$ cat src/inc/sea_map.vh
// Register map, field positions, reset values and timing counts of the
// serial EEPROM access controller. Definitions only.
`ifndef SEA_MAP_VH
`define SEA_MAP_VH

// ----------------------------------------------------------------------
// Register byte offsets
// ----------------------------------------------------------------------
`define SEA_OFF_CTRL      8'hA0
`define SEA_OFF_ADDR_DATA 8'hA4
`define SEA_OFF_IRQ_STAT  8'hC0
`define SEA_OFF_IRQ_MASK  8'hC4
`define SEA_OFF_LOADCFG   8'hC8

// ----------------------------------------------------------------------
// Command and status register fields
// ----------------------------------------------------------------------
`define SEA_BIT_START     0
`define SEA_CMD_LSB       1
`define SEA_CMD_MSB       3
`define SEA_BIT_AL_OK     4
`define SEA_BIT_AL_INH    5
`define SEA_RATE_LSB      6
`define SEA_RATE_MSB      7
`define SEA_STAT_LSB      8
`define SEA_STAT_MSB      15
`define SEA_STAT_RW_MASK  8'h8C
`define SEA_CTRL_RESET    16'h0060

// ----------------------------------------------------------------------
// Command encodings and EEPROM opcodes
// ----------------------------------------------------------------------
`define SEA_CMD_WRSR      3'h1
`define SEA_CMD_WRITE     3'h2
`define SEA_CMD_READ      3'h3
`define SEA_CMD_WRDI      3'h4
`define SEA_CMD_RDSR      3'h5
`define SEA_CMD_WREN      3'h6
`define SEA_OP_WRSR       8'h01
`define SEA_OP_WRITE      8'h02
`define SEA_OP_READ       8'h03
`define SEA_OP_WRDI       8'h04
`define SEA_OP_RDSR       8'h05
`define SEA_OP_WREN       8'h06

// ----------------------------------------------------------------------
// Clock rate codes and divider counts
// ----------------------------------------------------------------------
`define SEA_RATE_DIV64    2'h1
`define SEA_RATE_TEST     2'h3
`define SEA_DIV_NORMAL    64
`define SEA_DIV_TEST      2

// ----------------------------------------------------------------------
// Interrupt status bits and autoload layout
// ----------------------------------------------------------------------
`define SEA_IRQ_CMD_DONE  0
`define SEA_IRQ_AL_OK     1
`define SEA_IRQ_AL_FAIL   2
`define SEA_AL_ADDR_SIG   16'h0000
`define SEA_AL_ADDR_LO    16'h0001
`define SEA_AL_ADDR_HI    16'h0002
`define SEA_LOADCFG_RESET 32'h0000_0000

`endif

$ cat src/core/sea_clk_div.v
// Divider giving the half-period tick of the EEPROM serial clock.
// Assumes one system clock; rate code comes from the control register.
`timescale 1ns/1ps
`default_nettype none
`include "sea_map.vh"

module sea_clk_div #(
  parameter integer DIV_NORMAL = `SEA_DIV_NORMAL,
  parameter integer DIV_TEST   = `SEA_DIV_TEST
) (
  input  wire       clk_sys,
  input  wire       resetn,
  input  wire [1:0] rate_sel,
  output reg        tick_ff
);

  localparam integer HALF_N = DIV_NORMAL / 2;
  localparam integer HALF_T = DIV_TEST / 2;

  reg  [15:0] cnt_ff;
  wire [15:0] half_last;

  // Reserved codes fall back to the normal rate
  assign half_last = (rate_sel == `SEA_RATE_TEST) ? HALF_T[15:0] - 16'h0001 :
                                                    HALF_N[15:0] - 16'h0001;

  always @(posedge clk_sys or negedge resetn) begin
    if (!resetn) begin
      cnt_ff  <= 16'h0000;
      tick_ff <= 1'b0;
    end else if (cnt_ff >= half_last) begin
      cnt_ff  <= 16'h0000;
      tick_ff <= 1'b1;
    end else begin
      cnt_ff  <= cnt_ff + 16'h0001;
      tick_ff <= 1'b0;
    end
  end

endmodule
`default_nettype wire

$ cat src/core/sea_ctrl.v
// Serial EEPROM access controller: APB register file, command sequencer,
// configuration autoload and interrupt logic.
// Assumes an APB master on clk_sys and a serial EEPROM on the pins.
//
// Decided for this implementation: the APB register port.
`timescale 1ns/1ps
`default_nettype none
`include "sea_map.vh"

module sea_ctrl #(
  parameter [15:0] AUTOLOAD_SIG = 16'h5A5A  // Arbitrary signature value
) (
  input  wire        clk_sys,
  input  wire        resetn,
  input  wire        psel,
  input  wire        penable,
  input  wire        pwrite,
  input  wire [7:0]  paddr,
  input  wire [31:0] pwdata,
  output reg  [31:0] prdata,
  output reg         pready,
  output reg         pslverr,
  output reg         irq_ff,
  output reg  [31:0] loadcfg_ff,
  output wire        eeprom_sck,
  output wire        eeprom_csn,
  output wire        eeprom_mosi,
  input  wire        eeprom_miso
);

  // --------------------------------------------------------------------
  // States and storage
  // --------------------------------------------------------------------
  localparam [2:0] ST_IDLE   = 3'h0;
  localparam [2:0] ST_CMD    = 3'h1;
  localparam [2:0] ST_AL_SIG = 3'h2;
  localparam [2:0] ST_AL_LO  = 3'h3;
  localparam [2:0] ST_AL_HI  = 3'h4;

  reg  [2:0]  state_ff;
  reg         start_ff;
  reg  [2:0]  cmd_ff;
  reg         al_ok_ff;
  reg         al_inh_ff;
  reg         al_pend_ff;
  reg  [1:0]  rate_ff;
  reg  [7:0]  stat_ff;
  reg  [15:0] addr_ff;
  reg  [15:0] data_ff;
  reg  [2:0]  irq_stat_ff;
  reg  [2:0]  irq_mask_ff;
  reg         sh_start;
  reg  [45:0] frame;
  reg  [2:0]  ev_set;
  reg  [31:0] rd_mux;
  reg         rd_hit;

  wire        tick;
  wire        sh_busy;
  wire        sh_done;
  wire [15:0] sh_rx;
  wire        acc_wr;
  wire        setup;

  // --------------------------------------------------------------------
  // Frame builder: {bit count, 40-bit frame left aligned}
  // --------------------------------------------------------------------
  function [45:0] build_frame;
    input [2:0]  cmd;
    input [15:0] addr;
    input [15:0] data;
    input [7:0]  stat;
    begin
      case (cmd)
        `SEA_CMD_WRSR:  build_frame = {6'h10, `SEA_OP_WRSR, stat, 24'h000000};
        `SEA_CMD_WRITE: build_frame = {6'h28, `SEA_OP_WRITE, addr, data};
        `SEA_CMD_READ:  build_frame = {6'h28, `SEA_OP_READ, addr, 16'h0000};
        `SEA_CMD_WRDI:  build_frame = {6'h08, `SEA_OP_WRDI, 32'h00000000};
        `SEA_CMD_RDSR:  build_frame = {6'h10, `SEA_OP_RDSR, 32'h00000000};
        `SEA_CMD_WREN:  build_frame = {6'h08, `SEA_OP_WREN, 32'h00000000};
        default:        build_frame = {6'h00, 40'h0000000000};
      endcase
    end
  endfunction

  // --------------------------------------------------------------------
  // Serial clock and frame engine
  // --------------------------------------------------------------------
  sea_clk_div u_div (
    .clk_sys  (clk_sys),
    .resetn   (resetn),
    .rate_sel (rate_ff),
    .tick_ff  (tick)
  );

  sea_shifter u_shift (
    .clk_sys (clk_sys),
    .resetn  (resetn),
    .tick    (tick),
    .start   (sh_start),
    .nbits   (frame[45:40]),
    .tx_data (frame[39:0]),
    .miso    (eeprom_miso),
    .busy_ff (sh_busy),
    .done_ff (sh_done),
    .rx_ff   (sh_rx),
    .sck_ff  (eeprom_sck),
    .csn_ff  (eeprom_csn),
    .mosi_ff (eeprom_mosi)
  );

  // --------------------------------------------------------------------
  // APB decode
  // --------------------------------------------------------------------
  assign setup  = psel & ~penable;
  assign acc_wr = psel & penable & pready & pwrite & ~pslverr;

  always @* begin
    rd_mux = 32'h00000000;
    rd_hit = 1'b1;
    if (paddr == `SEA_OFF_CTRL) begin
      rd_mux = {16'h0000, stat_ff, rate_ff, al_inh_ff, al_ok_ff, cmd_ff, start_ff};
    end else if (paddr == `SEA_OFF_ADDR_DATA) begin
      rd_mux = {data_ff, addr_ff};
    end else if (paddr == `SEA_OFF_IRQ_STAT) begin
      rd_mux = {29'h00000000, irq_stat_ff};
    end else if (paddr == `SEA_OFF_IRQ_MASK) begin
      rd_mux = {29'h00000000, irq_mask_ff};
    end else if (paddr == `SEA_OFF_LOADCFG) begin
      rd_mux = loadcfg_ff;
    end else begin
      rd_hit = 1'b0;
    end
  end

  // One registered answer cycle: pready rises in the first access cycle
  always @(posedge clk_sys or negedge resetn) begin
    if (!resetn) begin
      prdata  <= 32'h00000000;
      pready  <= 1'b0;
      pslverr <= 1'b0;
    end else if (setup) begin
      prdata  <= pwrite ? 32'h00000000 : rd_mux;
      pready  <= 1'b1;
      pslverr <= ~rd_hit;
    end else begin
      prdata  <= 32'h00000000;
      pready  <= 1'b0;
      pslverr <= 1'b0;
    end
  end

  // --------------------------------------------------------------------
  // Sequencer
  // --------------------------------------------------------------------
  always @* begin
    sh_start = 1'b0;
    frame    = build_frame(cmd_ff, addr_ff, data_ff, stat_ff);
    case (state_ff)
      ST_AL_SIG: frame = build_frame(`SEA_CMD_READ, `SEA_AL_ADDR_SIG, 16'h0000, 8'h00);
      ST_AL_LO:  frame = build_frame(`SEA_CMD_READ, `SEA_AL_ADDR_LO, 16'h0000, 8'h00);
      ST_AL_HI:  frame = build_frame(`SEA_CMD_READ, `SEA_AL_ADDR_HI, 16'h0000, 8'h00);
      default:   frame = build_frame(cmd_ff, addr_ff, data_ff, stat_ff);
    endcase
    if (state_ff != ST_IDLE && !sh_busy && !sh_done && frame[45:40] != 6'h00) begin
      sh_start = 1'b1;
    end
  end

  always @(posedge clk_sys or negedge resetn) begin
    if (!resetn) begin
      state_ff   <= ST_IDLE;
      start_ff   <= 1'b0;
      cmd_ff     <= 3'h0;
      al_ok_ff   <= 1'b0;
      al_inh_ff  <= 1'b1;
      al_pend_ff <= 1'b1;
      rate_ff    <= `SEA_RATE_DIV64;
      stat_ff    <= 8'h00;
      addr_ff    <= 16'h0000;
      data_ff    <= 16'h0000;
      loadcfg_ff <= `SEA_LOADCFG_RESET;
      ev_set     <= 3'h0;
    end else begin
      ev_set <= 3'h0;
      // Software writes
      if (acc_wr && paddr == `SEA_OFF_CTRL) begin
        // Command held while a cycle runs, so its completion decode stays valid
        if (state_ff == ST_IDLE) begin
          cmd_ff <= pwdata[`SEA_CMD_MSB:`SEA_CMD_LSB];
        end
        rate_ff   <= pwdata[`SEA_RATE_MSB:`SEA_RATE_LSB];
        al_inh_ff <= pwdata[`SEA_BIT_AL_INH];
        // Only the writable status bits take software data
        stat_ff   <= (stat_ff & ~`SEA_STAT_RW_MASK) |
                     (pwdata[`SEA_STAT_MSB:`SEA_STAT_LSB] & `SEA_STAT_RW_MASK);
        if (pwdata[`SEA_BIT_AL_INH]) begin
          al_pend_ff <= 1'b0;
        end
        if (pwdata[`SEA_BIT_START] && state_ff == ST_IDLE) begin
          start_ff <= 1'b1;
          state_ff <= ST_CMD;
        end
      end
      if (acc_wr && paddr == `SEA_OFF_ADDR_DATA && state_ff == ST_IDLE) begin
        addr_ff <= pwdata[15:0];
        data_ff <= pwdata[31:16];
      end
      if (acc_wr && paddr == `SEA_OFF_LOADCFG) begin
        loadcfg_ff <= pwdata;
      end
      // Autoload launches once, the first time the inhibit is clear, unless a write with the inhibit bit set came first
      // A start landing on the same edge wins; autoload follows once idle
      if (state_ff == ST_IDLE && al_pend_ff && !al_inh_ff &&
          !(acc_wr && paddr == `SEA_OFF_CTRL && pwdata[`SEA_BIT_START])) begin
        al_pend_ff <= 1'b0;
        state_ff   <= ST_AL_SIG;
      end
      case (state_ff)
        ST_CMD: begin
          if (sh_done || frame[45:40] == 6'h00) begin
            start_ff  <= 1'b0;
            state_ff  <= ST_IDLE;
            ev_set[`SEA_IRQ_CMD_DONE] <= 1'b1;
            if (cmd_ff == `SEA_CMD_READ) begin
              data_ff <= sh_rx;
            end
            if (cmd_ff == `SEA_CMD_RDSR) begin
              stat_ff <= sh_rx[7:0];
            end
          end
        end
        ST_AL_SIG: begin
          if (sh_done) begin
            if (sh_rx == AUTOLOAD_SIG) begin
              state_ff <= ST_AL_LO;
            end else begin
              al_ok_ff <= 1'b0;
              state_ff <= ST_IDLE;
              ev_set[`SEA_IRQ_AL_FAIL] <= 1'b1;
            end
          end
        end
        ST_AL_LO: begin
          if (sh_done) begin
            loadcfg_ff[15:0] <= sh_rx;
            state_ff         <= ST_AL_HI;
          end
        end
        ST_AL_HI: begin
          if (sh_done) begin
            loadcfg_ff[31:16] <= sh_rx;
            al_ok_ff          <= 1'b1;
            state_ff          <= ST_IDLE;
            ev_set[`SEA_IRQ_AL_OK] <= 1'b1;
          end
        end
        default: begin
        end
      endcase
    end
  end

  // --------------------------------------------------------------------
  // Interrupts
  // --------------------------------------------------------------------
  // New events win over a same-cycle write-one-to-clear
  always @(posedge clk_sys or negedge resetn) begin
    if (!resetn) begin
      irq_stat_ff <= 3'h0;
      irq_mask_ff <= 3'h0;
      irq_ff      <= 1'b0;
    end else begin
      if (acc_wr && paddr == `SEA_OFF_IRQ_STAT) begin
        irq_stat_ff <= (irq_stat_ff & ~pwdata[2:0]) | ev_set;
      end else begin
        irq_stat_ff <= irq_stat_ff | ev_set;
      end
      if (acc_wr && paddr == `SEA_OFF_IRQ_MASK) begin
        irq_mask_ff <= pwdata[2:0];
      end
      irq_ff <= |(irq_stat_ff & irq_mask_ff);
    end
  end

endmodule
`default_nettype wire

$ cat src/core/sea_shifter.v
// Serial frame engine for the EEPROM: chip select, clock, data out/in.
// Assumes a half-period tick; frame is MSB first, sampled on rising clock.
`timescale 1ns/1ps
`default_nettype none

module sea_shifter #(
  parameter integer FRAME_W = 40,
  parameter integer RX_W    = 16
) (
  input  wire               clk_sys,
  input  wire               resetn,
  input  wire               tick,
  input  wire               start,
  input  wire [5:0]         nbits,
  input  wire [FRAME_W-1:0] tx_data,
  input  wire               miso,
  output reg                busy_ff,
  output reg                done_ff,
  output reg  [RX_W-1:0]    rx_ff,
  output reg                sck_ff,
  output reg                csn_ff,
  output reg                mosi_ff
);

  reg [FRAME_W-1:0] sh_ff;
  reg [5:0]         cnt_ff;

  always @(posedge clk_sys or negedge resetn) begin
    if (!resetn) begin
      sh_ff   <= {FRAME_W{1'b0}};
      cnt_ff  <= 6'h00;
      busy_ff <= 1'b0;
      done_ff <= 1'b0;
      rx_ff   <= {RX_W{1'b0}};
      sck_ff  <= 1'b0;
      csn_ff  <= 1'b1;
      mosi_ff <= 1'b0;
    end else begin
      done_ff <= 1'b0;
      if (!busy_ff) begin
        if (start) begin
          sh_ff   <= tx_data;
          cnt_ff  <= nbits;
          busy_ff <= 1'b1;
          csn_ff  <= 1'b0;
          mosi_ff <= tx_data[FRAME_W-1];
          rx_ff   <= {RX_W{1'b0}};
        end
      end else if (tick) begin
        if (!sck_ff) begin
          sck_ff <= 1'b1;
          rx_ff  <= {rx_ff[RX_W-2:0], miso};
          cnt_ff <= cnt_ff - 6'h01;
        end else begin
          sck_ff <= 1'b0;
          if (cnt_ff == 6'h00) begin
            // Chip select rises on the same edge as the last falling clock edge
            csn_ff  <= 1'b1;
            busy_ff <= 1'b0;
            done_ff <= 1'b1;
            mosi_ff <= 1'b0;
          end else begin
            sh_ff   <= {sh_ff[FRAME_W-2:0], 1'b0};
            mosi_ff <= sh_ff[FRAME_W-2];
          end
        end
      end
    end
  end

endmodule
`default_nettype wire

$ cat config.mk
export PLATFORM = sky130hd
export DESIGN_NAME = sea_ctrl
export DESIGN_NICKNAME = d
export VERILOG_FILES = /design/src/core/sea_clk_div.v /design/src/core/sea_ctrl.v /design/src/core/sea_shifter.v
export VERILOG_INCLUDE_DIRS = /design/src /design/src/inc
export SDC_FILE = /design/constraint.sdc
export NUM_CORES = 1
export LEC_CHECK = 0
export BUFFER_PORTS_ARGS = -buffer_cell sky130_fd_sc_hd__buf_2
export CAP_MARGIN = 10
export CELL_PAD_IN_SITES_DETAIL_PLACEMENT = 0
export CELL_PAD_IN_SITES_GLOBAL_PLACEMENT = 1
export CORE_ASPECT_RATIO = 0.6
export CORE_UTILIZATION = 30
export DETAILED_ROUTE_END_ITERATION = 16
export PLACE_DENSITY = 0.59
export SYNTH_ARGS = -nofsm -noshare
export SYNTH_HDL_FRONTEND = slang
export SYNTH_SLANG_ARGS = --single-unit
$ cat constraint.sdc
create_clock -name clk_sys -period 2.3 [get_ports clk_sys]
set_input_delay 0.23 -clock clk_sys [delete_from_list [all_inputs] [get_ports clk_sys]]
set_output_delay 0.23 -clock clk_sys [all_outputs]
set_load 0.005 [all_outputs]
# == Word level (Yosys, flattened, before mapping) ==
# Cells that the tools add are included.
# totals
ff_bits,211
input_bits,46
output_inout_bits,70
word_cells,201
# classes
add_sub_neg,2
n_lt_le_gt_ge,1
n_eq_ne,25
muxes,94
bitwise_logic,14
reduce_logical,37
# op_table
op,n
case mux 46 bit (6 select lines),1
two-way mux 32 bit,8
two-way mux 16 bit,13
two-way mux 39 bit,5
case mux 46 bit (3 select lines),1
two-way mux 1 bit,46
"== test 8 bit, second input constant",5
two-way mux 8 bit,4
two-way mux 3 bit,8
two-way mux 6 bit,4
"adder 16 x 1 -> 16 bit, second input constant",1
"== test 16 x 15 -> 1 bit, second input constant",1
>= comparator 16 bit,1
logical AND 1 bit,14
"== test 3 x 2 -> 1 bit, second input constant",4
"== test 3 bit, second input constant",4
zero test 6 bit,2
"!= test 2 bit, second input constant",6
case mux 3 bit (4 select lines),1
AND reduction 4 bit,3
bitwise OR 7 x 8 -> 8 bit,1
nonzero test 2 bit,4
bitwise AND 3 bit,2
"== test 3 x 1 -> 1 bit, second input constant",2
18 further kinds,32

# == Depth between registers and ports, before layout ==
# logic_depth
word_depth,11
mapped_depth,7
ltp_nobuf,6

# == Cells and area by module ==
# From an unflattened synthesis, not the netlist that was laid out.
# unflattened
hier_cells,954
area_unflattened_um2,9982.1
# modules_own_cells
module,instances,cells_each,area_per_inst_um2,seq_area_each_um2
sea_ctrl,1,633,6264.8,3206.8
sea_shifter,1,272,3051.7,1652.8
sea_clk_div,1,49,665.6,425.4

# == Least setup slack after synthesis ==
# No wires, ideal clock.
# synth_path
path_kind,register -> register
startpoint,register state_ff[1]
endpoint,register u_shift.sh_ff[26]
setup_ps,127
arrival_time_ps,1911
required_time_ps,2173
setup_slack_ps,262
stages_incl_launch_ff,8
n_path_buf,3
period_less_slack_ps,2038
path_cell_list,dfrtp_1 buf_2 or3b_4 a41oi_2 a31o_1 buf_4 buf_6 mux2_1
# synth_between
elab_chain_cells,7
word_cells_on_any_way,14
classes_between,eq/ne: 3; mux: 4; reduce/logical: 7
# synth_lines
element,line_no,source
"start, declared",sea_ctrl.v:40,reg [2:0] state_ff;
"start signal, assigned",sea_ctrl.v:172,state_ff <= ST_IDLE;
"start signal, assigned",sea_ctrl.v:202,state_ff <= ST_CMD;
"start signal, assigned",sea_ctrl.v:217,state_ff <= ST_AL_SIG;
"== test 3 bit, or another cell as far along",-,
case mux 46 bit (3 select lines) / logical AND 1 bit (equally long branches),"sea_ctrl.v:159, sea_ctrl.v:165",
nonzero test 6 bit / logical AND 1 bit (equally long branches),sea_ctrl.v:165,if (state_ff != ST_IDLE && !sh_busy && !sh_done && frame[45:40] != 6'h00) begin
logical AND 1 bit,sea_ctrl.v:165,
two-way mux 1 bit,sea_ctrl.v:165,
nonzero test 2 bit (no line),-,
AND reduction 4 bit (no line),-,
"end signal, assigned",sea_shifter.v:30,sh_ff <= {FRAME_W{1'b0}};
"end signal, assigned",sea_shifter.v:42,sh_ff <= tx_data;
"end signal, assigned",sea_shifter.v:63,"sh_ff <= {sh_ff[FRAME_W-2:0], 1'b0};"
"end, declared",sea_shifter.v:25,reg [FRAME_W-1:0] sh_ff;
# Several ways; a longest one is shown, not always the timed one. The select of a mux whose other input is x is not followed.
# A chain may end at the register's enable or synchronous reset.

# == Worst setup path after layout ==
# layout_path
startpoint,register state_ff[1]
endpoint,register u_shift.sh_ff[10]
# The elaborated chain is that of the path after synthesis.

==> metrics.md <==
| Metric | Value |
|---|---|
| Outcome | `complete, no violations` |
| Final Hold Viols | `0` |
| ANT cells | `0` |
| Grt total ovfl | `0` |
| Worst Path Buf+Inv | `1` |
| CTS root buf | `clkbuf_16` |
| CTS Hold Bufs | `29` |
| Worst R2R Setup Slack | `0.24 ns` |
| Wl on met1 | `17350 um` |
| Prevailing post-synth register cell | `dfrtp_1` |
| Hold WC Path Type | `primary input to register` |
| Fillers | `3297` |
| Total CTS buffers | `22` |
| Min Tclk post-route | `2.059 ns` |
| Total Wirelength | `32810 um` |
| Total power draw | `7868 uW` |
| DR vias/cell | `5.320` |
| Final worst-path cycle share | `89.51%` |
| Crit. End Element | `register` |
| Count of pins over their slew limit | `0` |
| Non-filler instance count after layout | `1533` |
| Mapped Cells | `941` |
| Clock Latency Late Sink | `0.53 ns` |
| Highest routed layer | `met4` |
| Pwr Density | `637.1 mW/mm^2` |
| Achievable Freq | `485.7 MHz` |
| Post-synth top area cell | `dfrtp_1` |
| Setup-failing EPs final | `0` |
| Synth top area cells | `dfrtp_1 52%, mux2_1 4.9%, mux2_2 4.0%` |
| Routed Antenna Nets | `0` |
| Post-synthesis instance area | `0.009960 mm^2` |
| Dpl hpwl | `22690 um` |
| Drt drc | `0` |
| Synth Area per Inst | `10.58 um^2` |
| Setup ws final | `0.2413 ns` |
| Synth Area in Compound Gates | `16.87%` |
| RSZ-0062 raised after global routing | `false` |
| Worst r2r dst | `u_shift.sh_ff[10]` |
| Leakage | `0.005535 uW` |
| Net count, final | `1147` |
| Resize count post-CTS | `0` |
| Cell Rows | `51` |
| Area of the multi-input gates | `0.004300 mm^2` |
| CTS Buffer Depth | `3` |
| Max_slew headroom | `59.28%` |
| Post-synthesis async set-or-reset flop share | `100.0%` |
| Yosys reg bits | `211` |
| Hold Path End | `build_frame.cmd[2]` |
| WL/cell | `21.40 um` |
| Met2 Routed Length | `12850 um` |
| Maximum number of pins on one net before global-route repair | `62` |
| Critical path arrival | `2.45 ns` |
| Largest family of logic cells by synthesized area | `compound AO/OA/AOI/OAI gates` |
| DR iter-0 viols | `874` |
| Max Cap Violations | `0` |
| FF-to-FF Start | `state_ff[1]` |
| Die height | `143.1 um` |
| Setup WS pre-CTS | `0.1786 ns` |
| Mux share of post-synthesis cell area | `9.422%` |
| Io pins | `116` |
| Worst-Margin Slew | `0.5954 ns` |
| Area Overhead vs Synth | `23.99%` |
| Core ar. | `0.03254 mm^2` |
| CP max stage delay | `0.47 ns` |
| First-pass GRT wire length | `50910 um` |
| Placed Cells | `1464` |
| CTS tree | `built` |
| Synth top area share | `52.01%` |
| Distinct cells, synth | `76` |
| HP Start | `pwdata[3]` |
| Number of port buffers | `115` |
| Clock slew at reported path FFs | `0.07 ns` |
| Die X | `237.2 um` |
| Synth Area in XOR/XNOR | `0.4397%` |
| YS warnings | `0` |
| Crit-path slowest cell | `dfrtp_1` |
| Vias post-DR | `8155` |
| Hold path cells | `2` |
| TNS Setup | `0 ns` |
| Crit-path max FO | `35` |
| Req. time, crit path | `2.69 ns` |
| Startpoint type of the worst setup path | `register` |
| Die Footprint | `0.03396 mm^2` |
| Sequential area share after synthesis | `53.07%` |
| Post-synthesis simple-gate area fraction | `15.03%` |
| Layout cell share with drive strength beyond 1 | `23.26%` |
| Placer congestion estimate | `0.7928` |
| Initial antenna violation count | `1` |
| Starting density of the core | `30.60%` |
| Maximum vdd drop | `0.0004477 V` |
| H-tree levels | `1` |
| Metal3 WL | `2261 um` |
| Register area | `0.005285 mm^2` |
| Crit path kind | `register to register` |
| Vias in the first global route | `7865` |
| Gr usage total | `19.67%` |
| Worst reg-to-reg path cell count | `5` |
| Num Clock Sinks | `211` |
| 1st-pass router iterations | `6` |
| # Post-CTS Setup Buffers | `0` |
| Clock skew after layout | `0.01878 ns` |
| Area of placed instances | `0.01129 mm^2` |
| Crit path cell chain | `or3b_4 -> a41oi_2 -> a31o_1 -> buf_12 -> mux2_1` |
| Adder-Cell Fraction of Synth Area | `1.005%` |
| CP delay by family, top | `flip-flops` |
| Finished Cell Area | `0.01235 mm^2` |
| Number of synthesized flops with an enable pin | `0` |
## cell usage in the layout (no fill, tap or decap), types with 29 or more instances in the layout
cell and n:
nand2_1 71, a22oi_1 40, o21ai_0 63, nor2_1 82
mux2_1 43, buf_2 114, buf_4 36, nand3_1 42
a31oi_1 36, dlygate4sd3_1 29, mux2_2 35, dfrtp_1 207
## where the power goes
group	leakage [uW]	switching (uW)	total, uW	internal [uW]
Combinational	0.00244	205	323	118
Clock	0.000374	1560	3800	2250
Sequential	0.00272	13.1	3740	3730
## synth_stat cells (all sizes together), types with 4 or more instances
library cell and n:
dfrtp 207, nor2 84, mux2 78, nand2 71
o21ai 64, clkbuf 51, nand3 42, a22oi 40
a31oi 36, a21oi 26, a22o 25, buf 22
nand4 22, inv 21, o211ai 16, nand2b 13
ha 8, nor4 8, a211oi 7, nor2b 7
a21o 6, mux2i 6, nor3 6, o22ai 6
nor4bb 5, a222oi 4, and3 4, dfstp 4
## final cells by class
| cell class | count | area share, % |
|---|---|---|
| Clock inverter | 8 | 0.7700 |
| Tap cell | 424 | 4.296 |
| Inverter | 22 | 0.6687 |
| Clock buffer | 32 | 5.420 |
| Timing Repair Buffer | 192 | 11.23 |
| Sequential cell | 211 | 42.80 |
| Multi-Input combinational cell | 644 | 34.82 |
## worst max path at each step
stage,start,end,slack [ns],depth (start not counted)
floorplan,state_ff[1],u_shift.sh_ff[26],0.26,7
global placement,paddr[1],build_frame.cmd[2],0.17,6
detailed placement,paddr[1],build_frame.cmd[2],0.18,6
CTS,state_ff[1],u_shift.sh_ff[12],0.26,5
global route,state_ff[1],u_shift.sh_ff[2],0.15,5
finish,state_ff[1],u_shift.sh_ff[10],0.24,5
## state kept, by name (all words and copies together) (netlist names), 8 cells and up
signal            cells
addr_ff              16
build_frame.data     16
u_div.cnt_ff         16
u_shift.rx_ff        16
prdata               32
build_frame.stat      8
loadcfg_ff           32
u_shift.sh_ff        39
## logic make-up (layout without fill, tap and decap cells)
| family | after synthesis | count (layout) |
|---|---|---|
| AO/OA/AOI/OAI | 251 | 251 |
| other | 1 | 10 |
| AND/OR/NAND/NOR | 286 | 286 |
| multiplexers | 84 | 84 |
| flip-flops | 211 | 211 |
| adder cells (fa/ha/maj) | 8 | 8 |
| XOR/XNOR | 5 | 5 |
| buffers and inverters | 95 | 254 |
## stage by stage
stage	utilization, %	hold WS (ns)
final	37.95	0.01905
after global routing	37.95	0.01260
after CTS	37.95	0.001648
after detailed placement	34.71	0.2179
after global placement	34.71	0.2251
after floorplan	-	-0.06559
## per-layer routing
| layer | vias up | GRT usage (%) |
|---|---|---|
| met4 | 0 | 2.818 |
| met5 | - | 0 |
| met3 | 28 | 3.731 |
| li1 | 3759 | - |
| met1 | 4100 | 31.86 |
| met2 | 268 | 26.75 |
No activity file was read; power rests on OpenSTA's default activity.
